$ cat src/verilog/rot_map.svh
// Purpose: Register offsets, field positions, reset values and counts for the reference oscillator tuning block
// Assumes: Included by bare name
// Notes: Field macros expand to bit ranges
`ifndef ROT_MAP_SVH
`define ROT_MAP_SVH
`define ROT_DEV_ADDR 7'h68
`define ROT_RA_DIV1 8'h0c
`define ROT_RA_WP 8'h11
`define ROT_RA_OSC 8'h12
`define ROT_RA_CAP 8'h13
`define ROT_RA_CONV 8'h14
`define ROT_RA_EFF 8'h15
`define ROT_RA_XPT0 8'h44
`define ROT_RA_XPT1 8'h45
`define ROT_RA_XPT2 8'h46
`define ROT_RA_DIV2 8'h47
`define ROT_TADDR_F 7:6
`define ROT_CAPSRC_B 5
`define ROT_GAIN_F 4:3
`define ROT_OSC_KEEP_F 7:3
`define ROT_CONVEN_B 7
`define ROT_CONVBYP_B 6
`define ROT_CONVCNT_F 5:3
`define ROT_CONVFLT_F 2:1
`define ROT_CONV_KEEP_F 7:1
`define ROT_PROTECT_PIN_SOURCE_B 3
`define ROT_DIVSRC_B 7
`define ROT_DIVN_F 6:0
`define ROT_OSC_RST 8'h20
`define ROT_CAP_RST 8'h00
`define ROT_CAP_EXT 8'h01
`define ROT_CONV_RST 8'h00
`define ROT_DIV_RST 8'h00
`define ROT_XPT_RST 8'h00
`define ROT_XPT1_ONES 8'h0e
`define ROT_XPT2_ONES 8'h07
`define ROT_TA_SERIAL 2'b00
`define ROT_TA_CONV 2'b01
`define ROT_CONV_DIG 7'h00
`define ROT_CONV_VOLT 7'h46
`define ROT_STRAP_WAIT 2'h2
`endif

$ cat src/verilog/rot_pkg.sv
// Purpose: Types shared by the reference oscillator tuning block
// Assumes: Nothing
// Notes: Serial slave states are one-hot
package rot_pkg;
	typedef enum logic [4:0] {
		ST_IDLE = 5'h01,
		ST_ADDR = 5'h02,
		ST_PTR = 5'h04,
		ST_WDATA = 5'h08,
		ST_RDATA = 5'h10
	} rot_ser_st_t;
endpackage

$ cat src/verilog/rot_cfg_if.sv
// Purpose: Oscillator tuning settings passed from the register file to the capacitor selector
// Assumes: One clock domain
// Notes: None
`timescale 1ns/10ps
interface rot_cfg_if;
	logic [1:0] tune_addr_source;
	logic cap_value_source;
	logic [7:0] load_cap_code;
	logic conv_enable;
	logic conv_bypass_count;
	logic [2:0] conv_count;
	logic [1:0] conv_filter;
	logic [7:0] conv_sample;
	logic [7:0] cap_eff;
	modport ctrl (output tune_addr_source, cap_value_source, load_cap_code, conv_enable, conv_bypass_count,
		conv_count, conv_filter, conv_sample, input cap_eff);
	modport tune (input tune_addr_source, cap_value_source, load_cap_code, conv_enable, conv_bypass_count,
		conv_count, conv_filter, conv_sample, output cap_eff);
endinterface

$ cat src/verilog/rot_cap_tune.sv
// Purpose: Chooses the oscillator load capacitance from the serial code or the stored table
// Assumes: Converter samples arrive on mclk
// Notes: Table index comes from the serial code or the averaged, filtered converter value
`timescale 1ns/10ps
`include "rot_map.svh"
module rot_cap_tune
	import rot_pkg::*;
(
	input wire logic mclk, // System clock
	input wire logic reset, // Synchronous reset
	rot_cfg_if.tune cfg // Settings in, capacitance out
);
	logic [7:0] tune_tab [256];
	logic [14:0] acc_q;
	logic [6:0] smp_cnt_q;
	logic [7:0] filt_q;
	// Default stored values: linear across the tuning range
	generate
		for (genvar g = 0; g < 256; g++)
		begin : g_tab
			assign tune_tab[g] = 8'(g);
		end
	endgenerate
	wire [7:0] smp_span = 8'(8'h01 << cfg.conv_count);
	wire [6:0] smp_last = 7'(smp_span - 8'h01);
	wire [14:0] acc_sum = 15'(acc_q + {7'h00, cfg.conv_sample});
	wire avg_rdy = cfg.conv_enable & (cfg.conv_bypass_count | (smp_cnt_q == smp_last));
	wire [7:0] avg_new = cfg.conv_bypass_count ? cfg.conv_sample : 8'(acc_sum >> cfg.conv_count);
	wire signed [8:0] diff = $signed({1'b0, avg_new}) - $signed({1'b0, filt_q});
	wire signed [8:0] step = diff >>> cfg.conv_filter;
	wire [7:0] filt_nx = 8'(filt_q + step[7:0]);
	wire [7:0] tab_addr = (cfg.tune_addr_source == `ROT_TA_CONV) ? filt_q : cfg.load_cap_code;
	assign cfg.cap_eff = cfg.cap_value_source ? cfg.load_cap_code : tune_tab[tab_addr];
	always_ff @(posedge mclk)
	begin
		if (reset || !cfg.conv_enable || avg_rdy)
		begin
			acc_q <= 15'h0000;
			smp_cnt_q <= 7'h00;
		end
		else
		begin
			acc_q <= acc_sum;
			smp_cnt_q <= 7'(smp_cnt_q + 7'h01);
		end
	end
	always_ff @(posedge mclk)
	begin
		if (reset)
			filt_q <= 8'h00;
		else if (avg_rdy)
			filt_q <= filt_nx;
	end
endmodule

$ cat src/verilog/rot_osc_tuning.sv
// Purpose: Serial-programmed configuration of the reference oscillator, tuning and output sources
// Assumes: Two-wire host on serial_clk_pin and serial_data_pin; converter samples on mclk
// Notes: Open-drain data pin; oe_n low means the pin is pulled low
`timescale 1ns/10ps
`include "rot_map.svh"
module rot_osc_tuning
	import rot_pkg::*;
(
	input wire logic mclk, // 25 MHz clock
	input wire logic reset, // Synchronous, active high
	input wire logic serial_clk_pin, // Serial clock pin
	input wire logic serial_data_pin_in, // Serial data pin level
	output logic serial_data_pin_out, // Serial data drive value
	output logic serial_data_pin_oe_n, // Low pulls the data pin
	input wire logic ref_is_external, // Strap: external clock reference
	input wire logic [7:0] conv_sample, // Converter sample, mclk domain
	output logic [1:0] osc_gain_sel, // Oscillator gain code
	output logic [1:0] tune_addr_source, // Table index source
	output logic cap_value_source, // 1: code drives caps directly
	output logic [7:0] load_cap_code, // Load capacitor code
	output logic [7:0] osc_load_cap, // Capacitance applied to oscillator
	output logic conv_enable, // Converter enable
	output logic conv_bypass_count, // Converter count bypass
	output logic [2:0] conv_count, // Converter averaging count
	output logic [1:0] conv_filter, // Converter filter shift
	output logic protect_pin_source, // Protect pin function select
	output logic [6:0] bank1_divisor, // Bank 1 divisor
	output logic bank1_src_sel, // Bank 1 input select
	output logic [6:0] bank2_divisor, // Bank 2 divisor
	output logic bank2_src_sel, // Bank 2 input select
	output logic [17:0] clk_src_sel, // Source codes, output 1 in top bits
	output logic digital_tuned_osc_mode, // Digital tuning configured
	output logic voltage_tuned_osc_mode // Voltage tuning configured
);
	rot_ser_st_t state_q;
	logic [2:0] scl_sync_q;
	logic [2:0] sda_sync_q;
	logic [1:0] ext_sync_q;
	logic [1:0] strap_cnt_q;
	logic [3:0] bit_cnt_q;
	logic [7:0] shift_q;
	logic [7:0] ptr_q;
	logic [7:0] rd_sh_q;
	logic mack_q;
	logic oe_n_q;
	logic [7:0] osc_q;
	logic [7:0] cap_q;
	logic [7:0] conv_q;
	logic prot_q;
	logic [7:0] div1_q;
	logic [7:0] div2_q;
	logic [7:0] xpt0_q;
	logic [7:0] xpt1_q;
	logic [7:0] xpt2_q;
	logic [7:0] osc_cap_q;
	logic dig_q;
	logic volt_q;
	rot_cfg_if cfg_if ();

	// Second stage feeds logic; third stage is the previous level for edges
	wire scl_rise = scl_sync_q[1] & ~scl_sync_q[2];
	wire scl_fall = ~scl_sync_q[1] & scl_sync_q[2];
	wire bus_start = scl_sync_q[1] & scl_sync_q[2] & sda_sync_q[2] & ~sda_sync_q[1];
	wire bus_stop = scl_sync_q[1] & scl_sync_q[2] & ~sda_sync_q[2] & sda_sync_q[1];
	wire active = (state_q != ST_IDLE);
	wire byte_end = scl_fall & active & (bit_cnt_q == 4'h7);
	wire ack_end = scl_fall & active & (bit_cnt_q == 4'h8);
	wire addr_hit = (shift_q[7:1] == `ROT_DEV_ADDR);
	wire wr_stb = byte_end & (state_q == ST_WDATA);
	wire [7:0] wr_data = shift_q;
	wire strap_load = (strap_cnt_q == `ROT_STRAP_WAIT);
	wire [17:0] xpt_w = {xpt0_q, xpt1_q[7:4], xpt1_q[0], xpt2_q[7:3]};
	rot_ser_st_t state_nx;
	assign state_nx = (state_q == ST_ADDR) ? (addr_hit ? (shift_q[0] ? ST_RDATA : ST_PTR) : ST_IDLE) :
		(state_q == ST_PTR) ? ST_WDATA :
		((state_q == ST_RDATA) && !mack_q) ? ST_IDLE : state_q;
	wire [7:0] rd_byte = (ptr_q == `ROT_RA_DIV1) ? div1_q :
		(ptr_q == `ROT_RA_WP) ? {4'h0, prot_q, 3'h0} :
		(ptr_q == `ROT_RA_OSC) ? osc_q :
		(ptr_q == `ROT_RA_CAP) ? cap_q :
		(ptr_q == `ROT_RA_CONV) ? conv_q :
		(ptr_q == `ROT_RA_EFF) ? osc_cap_q :
		(ptr_q == `ROT_RA_XPT0) ? xpt0_q :
		(ptr_q == `ROT_RA_XPT1) ? (xpt1_q | `ROT_XPT1_ONES) :
		(ptr_q == `ROT_RA_XPT2) ? (xpt2_q | `ROT_XPT2_ONES) :
		(ptr_q == `ROT_RA_DIV2) ? div2_q : 8'h00;
	wire dig_w = (osc_q[`ROT_TADDR_F] == `ROT_TA_SERIAL) & ~osc_q[`ROT_CAPSRC_B] &
		(conv_q[`ROT_CONV_KEEP_F] == `ROT_CONV_DIG);
	wire volt_w = (osc_q[`ROT_TADDR_F] == `ROT_TA_CONV) & ~osc_q[`ROT_CAPSRC_B] &
		(conv_q[`ROT_CONV_KEEP_F] == `ROT_CONV_VOLT) & prot_q;

	always_ff @(posedge mclk)
	begin
		if (reset)
		begin
			scl_sync_q <= 3'h7;
			sda_sync_q <= 3'h7;
			ext_sync_q <= 2'h0;
		end
		else
		begin
			scl_sync_q <= {scl_sync_q[1:0], serial_clk_pin};
			sda_sync_q <= {sda_sync_q[1:0], serial_data_pin_in};
			ext_sync_q <= {ext_sync_q[0], ref_is_external};
		end
	end

	always_ff @(posedge mclk)
	begin
		if (reset)
			strap_cnt_q <= 2'h0;
		else if (strap_cnt_q != 2'h3)
			strap_cnt_q <= 2'(strap_cnt_q + 2'h1);
	end

	always_ff @(posedge mclk)
	begin
		if (reset || bus_stop)
			state_q <= ST_IDLE;
		else if (bus_start)
			state_q <= ST_ADDR;
		else if (ack_end)
			state_q <= state_nx;
	end

	always_ff @(posedge mclk)
	begin
		if (reset || bus_stop || ack_end)
			bit_cnt_q <= 4'h0;
		// The clock fall that closes a START is no data bit: count it up to zero
		else if (bus_start)
			bit_cnt_q <= 4'hf;
		else if (scl_fall && active)
			bit_cnt_q <= 4'(bit_cnt_q + 4'h1);
	end

	always_ff @(posedge mclk)
	begin
		if (reset)
		begin
			shift_q <= 8'h00;
			mack_q <= 1'b0;
		end
		else if (scl_rise && bit_cnt_q < 4'h8)
			shift_q <= {shift_q[6:0], sda_sync_q[1]};
		else if (scl_rise && bit_cnt_q == 4'h8)
			mack_q <= ~sda_sync_q[1];
	end

	// Pointer auto-increments after each written data byte and as each read byte is loaded
	always_ff @(posedge mclk)
	begin
		if (reset)
			ptr_q <= 8'h00;
		else if (byte_end && state_q == ST_PTR)
			ptr_q <= wr_data;
		else if (ack_end && (state_q == ST_WDATA || state_nx == ST_RDATA))
			ptr_q <= 8'(ptr_q + 8'h01);
	end

	always_ff @(posedge mclk)
	begin
		if (reset || bus_start || bus_stop)
		begin
			oe_n_q <= 1'b1;
			rd_sh_q <= 8'h00;
		end
		else if (byte_end)
			oe_n_q <= (state_q == ST_ADDR) ? ~addr_hit : (state_q == ST_RDATA);
		else if (ack_end)
		begin
			oe_n_q <= (state_nx == ST_RDATA) ? rd_byte[7] : 1'b1;
			rd_sh_q <= rd_byte;
		end
		else if (scl_fall && state_q == ST_RDATA && bit_cnt_q < 4'h7)
		begin
			oe_n_q <= rd_sh_q[6];
			rd_sh_q <= {rd_sh_q[6:0], 1'b0};
		end
	end

	// Written values reach the outputs on the next edge, no commit step
	always_ff @(posedge mclk)
	begin
		if (reset)
		begin
			osc_q <= `ROT_OSC_RST;
			conv_q <= `ROT_CONV_RST;
			prot_q <= 1'b0;
			div1_q <= `ROT_DIV_RST;
			div2_q <= `ROT_DIV_RST;
			xpt0_q <= `ROT_XPT_RST;
			xpt1_q <= `ROT_XPT_RST;
			xpt2_q <= `ROT_XPT_RST;
		end
		else if (wr_stb)
		begin
			if (ptr_q == `ROT_RA_OSC)
				osc_q <= {wr_data[`ROT_OSC_KEEP_F], 3'h0};
			if (ptr_q == `ROT_RA_CONV)
				conv_q <= {wr_data[`ROT_CONV_KEEP_F], 1'b0};
			if (ptr_q == `ROT_RA_WP)
				prot_q <= wr_data[`ROT_PROTECT_PIN_SOURCE_B];
			if (ptr_q == `ROT_RA_DIV1)
				div1_q <= wr_data;
			if (ptr_q == `ROT_RA_DIV2)
				div2_q <= wr_data;
			if (ptr_q == `ROT_RA_XPT0)
				xpt0_q <= wr_data;
			if (ptr_q == `ROT_RA_XPT1)
				xpt1_q <= wr_data;
			if (ptr_q == `ROT_RA_XPT2)
				xpt2_q <= wr_data;
		end
	end

	always_ff @(posedge mclk)
	begin
		if (reset)
			cap_q <= `ROT_CAP_RST;
		else if (strap_load)
			cap_q <= ext_sync_q[1] ? `ROT_CAP_EXT : `ROT_CAP_RST;
		else if (wr_stb && ptr_q == `ROT_RA_CAP)
			cap_q <= wr_data;
	end

	always_ff @(posedge mclk)
	begin
		if (reset)
		begin
			osc_cap_q <= `ROT_CAP_RST;
			dig_q <= 1'b0;
			volt_q <= 1'b0;
		end
		else
		begin
			osc_cap_q <= cfg_if.cap_eff;
			dig_q <= dig_w;
			volt_q <= volt_w;
		end
	end

	assign cfg_if.tune_addr_source = osc_q[`ROT_TADDR_F];
	assign cfg_if.cap_value_source = osc_q[`ROT_CAPSRC_B];
	assign cfg_if.load_cap_code = cap_q;
	assign cfg_if.conv_enable = conv_q[`ROT_CONVEN_B];
	assign cfg_if.conv_bypass_count = conv_q[`ROT_CONVBYP_B];
	assign cfg_if.conv_count = conv_q[`ROT_CONVCNT_F];
	assign cfg_if.conv_filter = conv_q[`ROT_CONVFLT_F];
	assign cfg_if.conv_sample = conv_sample;

	rot_cap_tune u_tune (
		.mclk(mclk),
		.reset(reset),
		.cfg(cfg_if.tune)
	);

	assign serial_data_pin_out = 1'b0;
	assign serial_data_pin_oe_n = oe_n_q;
	assign osc_gain_sel = osc_q[`ROT_GAIN_F];
	assign tune_addr_source = osc_q[`ROT_TADDR_F];
	assign cap_value_source = osc_q[`ROT_CAPSRC_B];
	assign load_cap_code = cap_q;
	assign osc_load_cap = osc_cap_q;
	assign conv_enable = conv_q[`ROT_CONVEN_B];
	assign conv_bypass_count = conv_q[`ROT_CONVBYP_B];
	assign conv_count = conv_q[`ROT_CONVCNT_F];
	assign conv_filter = conv_q[`ROT_CONVFLT_F];
	assign protect_pin_source = prot_q;
	assign bank1_divisor = div1_q[`ROT_DIVN_F];
	assign bank1_src_sel = div1_q[`ROT_DIVSRC_B];
	assign bank2_divisor = div2_q[`ROT_DIVN_F];
	assign bank2_src_sel = div2_q[`ROT_DIVSRC_B];
	assign clk_src_sel = xpt_w;
	assign digital_tuned_osc_mode = dig_q;
	assign voltage_tuned_osc_mode = volt_q;
endmodule

$ cat config.mk
export PLATFORM = sky130hd
export DESIGN_NAME = rot_osc_tuning
export DESIGN_NICKNAME = d
export VERILOG_FILES = /design/src/verilog/rot_pkg.sv /design/src/verilog/rot_cfg_if.sv /design/src/verilog/rot_cap_tune.sv /design/src/verilog/rot_osc_tuning.sv
export VERILOG_INCLUDE_DIRS = /design/src /design/src/verilog
export SDC_FILE = /design/constraint.sdc
export NUM_CORES = 1
export LEC_CHECK = 0
export BUFFER_PORTS_ARGS = -buffer_cell sky130_fd_sc_hd__clkbuf_2
export CORE_ASPECT_RATIO = 0.75
export CORE_MARGIN = 5
export CORE_UTILIZATION = 55
export DETAILED_ROUTE_END_ITERATION = 10
export PLACE_DENSITY_LB_ADDON = 0.12
export SETUP_SLACK_MARGIN = 0.02
export SLEW_MARGIN = 10
export SYNTH_ARGS = -nofsm -noshare
export SYNTH_HDL_FRONTEND = slang
export SYNTH_SLANG_ARGS = --single-unit
$ cat constraint.sdc
create_clock -name mclk -period 8.3 [get_ports mclk]
set_input_delay 1.245 -clock mclk [delete_from_list [all_inputs] [get_ports mclk]]
set_output_delay 1.245 -clock mclk [all_outputs]
set_load 0.1 [all_outputs]
Word-level counts from Yosys, hierarchy flattened
Memory sizes are Yosys's and may differ from the RTL's.
Cells that the tools add are included.
{"block": "totals", "inputBits": 13, "mem_count": 1, "wordCells": 166, "mem_bits_ro": 2048, "latch_bits": 0, "output_inout_bits": 67, "register_bits": 145, "ramBits": 0}
{"memory": "(no name shown)", "words": 256, "width": 8, "read_ports": 1, "rd_ports_with_merged_regs": 0, "write_ports": 0, "line": "rot_cap_tune.sv:33", "source": "assign cfg.cap_eff = cfg.cap_value_source ? cfg.load_cap_code : tune_tab[tab_addr];"}
{"block": "classes", "multipliers": 0, "n_mux": 36, "n_shift": 3, "n_reduce_logical": 37, "eq_ne": 24, "add_sub_neg": 8, "div_mod_pow": 0, "bitwise_logic": 27, "n_lt_le_gt_ge": 3}
{"operator": "8-bit 2-to-1 mux", "count": 19}
{"operator": "8-bit by 5-bit equality test with 1-bit output, second input constant", "count": 5}
{"operator": "8-bit by 7-bit equality test with 1-bit output, second input constant", "count": 4}
{"operator": "5-bit 2-to-1 mux", "count": 5}
{"operator": "2-bit AND reduction", "count": 10}
{"operator": "1-bit AND", "count": 17}
{"operator": "15-bit by 8-bit adder with 15-bit output", "count": 1}
{"operator": "15-bit by 3-bit >> shifter with 8-bit output", "count": 1}
{"operator": "7-bit equality test, second input constant", "count": 2}
{"operator": "7-bit 2-to-1 mux", "count": 2}
{"operator": "5-bit equality test, second input constant", "count": 2}
{"operator": "2-bit nonzero test", "count": 5}
{"operator": "9-bit >= comparator, second input constant", "count": 1}
{"operator": "1-bit logical AND", "count": 9}
{"operator": "8-bit inverter with 9-bit output", "count": 1}
{"operator": "9-bit by 2-bit >>> shifter with 8-bit output", "count": 1}
{"operator": "8-bit by 8-bit subtractor with 9-bit output", "count": 1}
{"operator": "8-bit by 1-bit adder with 8-bit output, second input constant", "count": 1}
{"operator": "8-bit adder", "count": 1}
{"operator": "8-bit by 4-bit equality test with 1-bit output, second input constant", "count": 1}
{"operator": "4-bit 2-to-1 mux", "count": 2}
{"operator": "1-bit inverter", "count": 8}
{"operator": "7-bit by 1-bit adder with 7-bit output, second input constant", "count": 1}
{"operator": "7-bit equality test", "count": 1}
{"operator": "24 further kinds", "count": 37}

Longest topological paths before layout
Gate-level depths: netlist of run 1.
{"block": "logic_depth", "ltp_word": 14, "mapped_depth": 26, "ltp_nobuf": 26}

Hierarchy
Synthesis of run 1 repeated with hierarchy kept, for this count alone.
{"block": "unflattened", "hier_cells": 1066, "hier_area_um2": 8610.8}
{"module": "rot_osc_tuning", "instances": 1, "seq_area_each_um2": 2182.1, "cells_each": 617, "area_per_inst_um2": 5222.5}
{"module": "rot_cap_tune", "instances": 1, "seq_area_each_um2": 600.6, "cells_each": 449, "area_per_inst_um2": 3388.2}

Least setup slack after synthesis of run 1
Ideal clock, no wire load.
{"block": "synth_path", "path_type": "in2reg", "from": "in conv_sample[0]", "to": "reg u_tune.filt_q[7]", "arrival_ns": 6.227, "cell_stages": 25, "path_buffers": 0, "required_time_ns": 8.230, "path_slack_ns": 2.003, "setup_ns": 0.070, "path_cell_list": "ha_1 inv_1 fa_1 nor2b_4 o31ai_4 a221o_1 or2_0 mux4_2 and2_4 o31a_1 ha_1 nor2b_1 o31a_1 o211a_1 a21oi_1 xnor2_1 mux2i_1 mux2i_1 ha_1 o21ai_0 nor2_1 o41ai_1 or4_1 a31o_1 a21oi_1"}
{"block": "synth_via", "elab_chain_cells": 6}
{"item": "start: declaration", "line": "rot_osc_tuning.sv:16", "source": "input wire logic [7:0] conv_sample,"}
{"item": "15-bit by 8-bit adder with 15-bit output", "line": "rot_cap_tune.sv:26", "source": "wire [14:0] acc_sum = 15'(acc_q + {7'h00, cfg.conv_sample});"}
{"item": "15-bit by 3-bit >> shifter with 8-bit output", "line": "rot_cap_tune.sv:28", "source": "wire [7:0] avg_new = cfg.conv_bypass_count ? cfg.conv_sample : 8'(acc_sum >> cfg.conv_count);"}
{"item": "8-bit 2-to-1 mux (*)", "line": "rot_cap_tune.sv:28"}
{"item": "8-bit by 8-bit subtractor with 9-bit output (*)", "line": "rot_cap_tune.sv:29", "source": "wire signed [8:0] diff = $signed({1'b0, avg_new}) - $signed({1'b0, filt_q});"}
{"item": "9-bit by 2-bit >>> shifter with 8-bit output (*)", "line": "rot_cap_tune.sv:30", "source": "wire signed [8:0] step = diff >>> cfg.conv_filter;"}
{"item": "8-bit adder (*)", "line": "rot_cap_tune.sv:31", "source": "wire [7:0] filt_nx = 8'(filt_q + step[7:0]);"}
{"item": "end signal: assignment", "line": "rot_cap_tune.sv:52", "source": "filt_q <= filt_nx;"}
{"item": "end: declaration", "line": "rot_cap_tune.sv:16", "source": "logic [7:0] filt_q;"}
Mark *: on every way between the ends. The rest lies on a longest branch, timed or not.
A chain may end at the register's enable or synchronous reset.

Worst setup path in the final report of run 1
{"block": "layout_path", "from": "in conv_sample[1]", "to": "reg u_tune.filt_q[7]"}
The elaborated chain is that of the path after synthesis.

==> results.tsv, run 1 <==
metric	value	unit
path_common_cell	ha_1	
htree_levels	4	
worstReg2RegStart	u_tune.acc_q[1]$_SDFF_PP0_	
hold_end	sda_sync_q[1]$_SDFF_PP1_	
fin_area	0.009455	sq mm
fin_setup_tns	0	ns
cp_max_fo	7	
critPathBufInv	1	
vias_per_cell	6.221	
dpl.hpwl	17540	microns
reg2reg_depth	22	
rows	39	
cpMaxStageDelayCell	a2111oi_0	
syn_inst	1080	
cp.arrival	6.99	ns
rsz0062_at_grt	false	
fin_cells	1324	
wl_per_cell	18.71	microns
ys_seq_area_frac	0.3277	
drv_cap	0	
clock-sinks	139	
power_leakage	0.003456	uW
end_kind	flip-flop	
synth_ff_type	dfxtp_1	
firstDrtPassIters	7	
place_congestion	0.9780	
core-area	0.01518	sq mm
status	complete, no violations	
start_util	0.5596	
ys_ff_latch	139	
die_h	117.6	microns
critPathKind	input port to flip-flop	
hold_violations	0	
grt_max_degree	56	
hold_path_depth	1	
synth_nets	1129	
dp_cells	1292	
power_density	164.9	mW/mm^2
ant_nets	0	
crit_family	compound AO/OA/AOI/OAI gates	
r2r-end	u_tune.filt_q[7]$_SDFFE_PP0P_	
r2r_slack	2.27	ns
syn_area	0.008492	sq mm
root_buffer	clkbuf_16	
num_antenna_cells	0	
die_w	153.5	microns
worst_pin_slew	1.060	ns
gr-usage-all-layers	0.2684	
async_flop_share	0	
layout.nets	1155	
layout_commonest_cell	nand2_1	
relSlewSlack	0.2876	
synth_edf_count	0	
nFillCells	1416	
drt_iter0_drc	976	
worstPathCellList	clkbuf_2 > ha_1 > a211oi_1 > o21ai_2 > a41o_1 > xnor2_1 > a222oi_1 > a2111oi_0 > o31ai_1 > ha_1 > or3_1 > o211a_1 > a21oi_1 > xnor2_1 > mux2i_1 > mux2i_1 > ha_1 > o21ai_0 > nor2_1 > o41ai_1 > or4_1 > a31o_1 > a21oi_1	
yosysWarnings	0	
port_buffers	78	
fmax	150.7	MHz
via_count	8237	
cts_tree	built	
post_cts_buffers	0	
antenna_found_initial	0	
layout_common_cells	nand2_1, dfxtp_1, a21oi_1	
clk_path_buf_depth	2	
period_share	0.7996	
post_cts_resize_count	0	
numCtsBuffers	17	
finClkSkew	0.008266	ns
place_area	0.008846	sq mm
floorplan.die_area	0.01805	sq mm
report.final.slew_viol_count	0	
hold_class	flip-flop to flip-flop	
grt-ovfl-total	0	
path_clk_slew	0.06	ns
clk_latency	0.43	ns
io-pin-count	80	
setup_violations	0	
required	8.65	ns
area_delta_synth_final	11.35	%
synth.distinct_cells	90	
grt_pass1_vias	7343	
crit_path_start_kind	input port	
drcViolationCount	0	
ir_drop	0.1262	mV
drt_wl_total	24770	microns
min_from	sda_sync_q[0]$_SDFF_PP1_	
avgSynthCellArea	7.863	sq um
drive_gt1_frac	0.1385	
holdBufCountCts	0	
max_stage_delay	0.85	ns
grt_pass1_wl	39730	microns
period_minus_slack	6.637	ns
crit_cells	23	
==> cell families after synthesis <==
| group | Yosys count | share of synthesized area |
|---|---|---|
| compound gates | 274 | 0.2144 |
| xor+xnor | 32 | 0.03389 |
| fa+ha+maj | 36 | 0.05570 |
| buf+inv | 109 | 0.05466 |
| flops | 139 | 0.3277 |
| mux | 44 | 0.06100 |
| other cells | 1 | 0.0004416 |
| simple gates | 445 | 0.2522 |
==> registers in the layout, summed over array words and instances (netlist names), 2 cells and up <==
signal / flops
load_cap_code: 8
xpt0_q: 8
bit_cnt_q: 4
shift_q: 8
xpt1_q: 5
osc_q: 5
scl_sync_q: 3
div1_q: 8
div2_q: 8
ptr_q: 8
u_tune.acc_q: 15
sda_sync_q: 3
u_tune.smp_cnt_q: 7
conv_q: 7
state_q: 5
xpt2_q: 5
strap_cnt_q: 2
osc_load_cap: 8
ext_sync_q: 2
u_tune.filt_q: 8
rd_sh_q: 7
==> cells in the mapped netlist, types with 4 or more instances <==
master	count	area share
or3_1	9	0.0066
nand2b_1	14	0.010
xnor2_1	19	0.020
nor3_1	20	0.012
buf_2	12	0.0071
a31oi_1	10	0.0074
o31ai_1	8	0.0071
or2_2	11	0.0081
or4_1	6	0.0053
o21ai_0	34	0.020
nor2_1	96	0.042
buf_1	7	0.0031
ha_1	33	0.049
a211oi_1	16	0.014
nand4_1	11	0.0081
inv_1	30	0.013
xor2_1	12	0.012
a22oi_1	4	0.0035
nand2_1	146	0.065
o211ai_1	8	0.0071
clkbuf_1	53	0.023
nand3b_1	6	0.0053
dfxtp_1	139	0.33
and2_1	5	0.0037
o21a_1	11	0.0097
a221oi_1	8	0.0083
mux4_2	6	0.016
mux2i_1	36	0.042
a21o_1	5	0.0044
a21oi_1	106	0.062
nor3b_1	5	0.0044
and3_1	7	0.0052
a311oi_1	4	0.0041
o31a_1	4	0.0041
nand3_1	71	0.042
nor2b_1	21	0.015
==> power by group <==
| part | internal, uW | leakage, uW | switching [uW] | total [uW] |
|---|---|---|---|---|
| combinational | 36.5 | 0.00204 | 55.4 | 91.9 |
| sequential | 673 | 0.00112 | 5.94 | 679 |
| clock | 482 | 0.000290 | 306 | 788 |
| total | 1190 | 0.00346 | 367 | 1560 |
==> worst max path at each step <==
stage,to,slack [ns],startpoint
2_1_floorplan,u_tune.filt_q[7]$_SDFFE_PP0P_,2.00,conv_sample[0]
3_3_place_gp,u_tune.filt_q[7]$_SDFFE_PP0P_,1.58,conv_sample[0]
3_5_place_dp,u_tune.filt_q[7]$_SDFFE_PP0P_,1.47,conv_sample[0]
4_1_cts,u_tune.filt_q[7]$_SDFFE_PP0P_,1.85,conv_sample[0]
5_1_grt,u_tune.filt_q[7]$_SDFFE_PP0P_,1.43,conv_sample[0]
6_report,u_tune.filt_q[7]$_SDFFE_PP0P_,1.66,conv_sample[1]
==> metrics by stage <==
stage	hold slack, ns	utilization	power, uW	worst slack [ns]
CTS	0.4239	0.6231	1564	1.851
finish	0.4220	0.6231	1559	1.663
floorplan	0.3895	-	763.7	2.003
global placement	0.3905	0.5829	782.3	1.581
global route	0.4394	0.6231	1611	1.430
detailed placement	0.4061	0.5829	783.7	1.470
==> per-layer routing <==
| layer | wire, microns | vias to the layer above | GRT usage |
|---|---|---|---|
| met4 | 605 | 0 | 0.09322 |
| met1 | 12100 | 3907 | 0.4287 |
| met3 | 2172 | 49 | 0.04998 |
| li1 | - | 3922 | - |
| met5 | 0 | - | 0 |
| met2 | 9894 | 359 | 0.3524 |
==> final cells by class <==
type                       count  area [sq um]  share of cell area
inverter                      31         116.4             0.01231
timing repair buffer          85         442.9             0.04684
clock buffer                  19         442.9             0.04684
clock inverter                13         166.4             0.01760
tap                          205         256.5             0.02713
multi-input combinational    832          5248              0.5550
sequential                   139          2783              0.2943
(Power assumes the default switching activity.)
==> run 2: changes to the inputs <==
==> constraint.sdc (replaced) <==
create_clock -name mclk -period 6.7 [get_ports mclk]
set_input_delay 1.005 -clock mclk [delete_from_list [all_inputs] [get_ports mclk]]
set_output_delay 1.005 -clock mclk [all_outputs]
set_load 0.1 [all_outputs]
==> run 2 against run 1 <==
Effect of this change:
- non-clock buffer count up 4
- critical endpoint unchanged
- total power up 24%
- count of clock-buffer cells in the layout decreased by 1
- die area stayed put
- highest routed layer unchanged
- global-route usage fell by 0.079 points
- cell area up 0.32%
- combinational power up 23%
==> results.tsv, run 2 (synthesized netlist as in run 1, its figures left out) <==
metric	value	unit	change
hold_class	flip-flop to flip-flop		unchanged
p_switching	457.5	uW	was 367.4 uW
cp.arrival	6.54	ns	was 6.99 ns
ant_nets	0		unchanged
port_buffers	78		unchanged
nFillCells	1362		was 1416
dp_slack	0.1568	ns	was 1.470 ns
core-area	0.01518	sq mm	unchanged
required	7.05	ns	was 8.65 ns
post_cts_buffers	0		unchanged
setup_slack	0.5082	ns	was 1.663 ns
relSlewSlack	0.3383		was 0.2876
dp_cells	1296		was 1292
largest_register	u_tune.acc_q		unchanged
cp_max_fo	9		was 7
grt_pass1_wl	39430	microns	was 39730 microns
fmax	161.5	MHz	
vias_per_cell	6.108		was 6.221
ir_drop	0.1666	mV	was 0.1262 mV
power_leakage	0.003473	uW	was 0.003456 uW
swShare	0.2368		was 0.2356
floorplan.die_area	0.01805	sq mm	unchanged
finClkSkew	0.01540	ns	was 0.008266 ns
clock-sinks	139		unchanged
grt_max_degree	57		was 56
critPathKind	input port to flip-flop		unchanged
via_count	8112		was 8237
numCtsBuffers	17		unchanged
holdBufCountCts	0		unchanged
drt_wl_total	24400	microns	was 24770 microns
fin_setup_tns	0	ns	unchanged
dpl.hpwl	17400	microns	was 17540 microns
die_w	153.5	microns	unchanged
status	complete, no violations		unchanged
post_cts_resize_count	0		unchanged
largest_register_ffs	15		unchanged
drive_gt1_frac	0.1425		was 0.1385
crit_path_start_kind	input port		unchanged
cts_tree	built		unchanged
grt-ovfl-total	0		unchanged
rows	39		unchanged
grt_pass1_vias	7153		was 7343
wl_per_cell	18.37	microns	was 18.71 microns
report.final.slew_viol_count	0		unchanged
area_delta_synth_final	11.70	%	was 11.35%
reg2reg_depth	24		was 22
htree_levels	4		unchanged
root_buffer	clkbuf_16		unchanged
drcViolationCount	0		unchanged
hold_path_depth	1		unchanged
worst_pin_slew	0.9890	ns	was 1.060 ns
place_area	0.008876	sq mm	was 0.008846 sq mm
power_frac_seq	0.435		about the same
rsz0062_at_grt	false		unchanged
drt_iter0_drc	951		was 976
hold_violations	0		unchanged
layout_common_cells	nand2_1, dfxtp_1, a21oi_1		unchanged
clk_latency	0.43	ns	about the same
power_density	203.7	mW/mm^2	was 164.9 mW/mm^2
setup_violations	0		unchanged
r2r_slack	0.88	ns	was 2.27 ns
power_frac_clock	0.506		about the same
period_share	0.9242		
io-pin-count	80		unchanged
fin_area	0.009485	sq mm	was 0.009455 sq mm
layout.nets	1159		was 1155
gr-usage-all-layers	0.2676		was 0.2684
start_util	0.5596		unchanged
fin_cells	1328		was 1324
place_congestion	0.9954		was 0.9780
clk_path_buf_depth	2		unchanged
combPwrFrac	0.059		about the same
end_kind	flip-flop		unchanged
path_clk_slew	0.06	ns	about the same
period_minus_slack	6.192	ns	
num_antenna_cells	0		unchanged
antenna_found_initial	0		unchanged
drv_cap	0		unchanged
die_h	117.6	microns	unchanged
intPower	1474	uW	was 1192 uW
firstDrtPassIters	6		was 7
layout_commonest_cell	nand2_1		unchanged
==> run 2: final cells by class <==
cell class / instances / area, sq um / share of cell area
Clock buffer: 18 / 439.2 / 0.04630
Clock inverter: 14 / 170.2 / 0.01794
Inverter: 31 / 116.4 / 0.01227
Multi-Input combinational cell: 832 / 5248 / 0.5532
Sequential cell: 139 / 2783 / 0.2934
Tap cell: 205 / 256.5 / 0.02704
Timing Repair Buffer: 89 / 473.0 / 0.04986
==> run 2: worst paths after layout <==
path / start / end
max: conv_sample[0] / u_tune.filt_q[7]$_SDFFE_PP0P_
min: sda_sync_q[0]$_SDFF_PP1_ / sda_sync_q[1]$_SDFF_PP1_
max reg2reg: u_tune.acc_q[0]$_SDFF_PP0_ / u_tune.filt_q[7]$_SDFFE_PP0P_
min reg2reg: sda_sync_q[0]$_SDFF_PP1_ / sda_sync_q[1]$_SDFF_PP1_
==> run 2: critical path: stages <==
cell and delay [ns]:
clkbuf_2 0.09, ha_1 0.18, inv_1 0.06, fa_1 0.43, nor2b_4 0.16, o31ai_4 0.11
a221o_1 0.34, or2_0 0.20, mux4_2 0.48, and2_4 0.18, o31a_1 0.27, ha_1 0.26
nor2b_1 0.14, o31a_1 0.27, a21oi_1 0.21, mux2i_1 0.13, a21oi_1 0.24, ha_1 0.26
a21o_1 0.19, a211oi_1 0.24, nor2_1 0.09, o41ai_1 0.45, o31ai_1 0.18, a31o_1 0.24
a21oi_1 0.11
==> run 2: routing by layer <==
metal	GRT usage	vias up	wire length [microns]
met2	0.3488	336	9776
li1	-	3944	-
met5	0	-	0
met4	0.06343	0	375
met1	0.4290	3794	11970
met3	0.06983	38	2273
==> run 2: power by group through the flow <==
stage               Sequential, uW  Clock (uW)  Combinational, uW
floorplan                      859           0               87.2
global route                   842        1030                126
finish                         841         978                113
global placement               859           0                110
CTS                            841         986                112
detailed placement             859           0                111
==> run 2: through the flow <==
stage	utilization	hold WS, ns	total power (uW)
CTS	0.6250	0.4129	1939
finish	0.6250	0.4117	1932
global route	0.6250	0.4262	1995
floorplan	-	0.3895	946.0
detailed placement	0.5849	0.3990	970.5
global placement	0.5849	0.3902	968.9
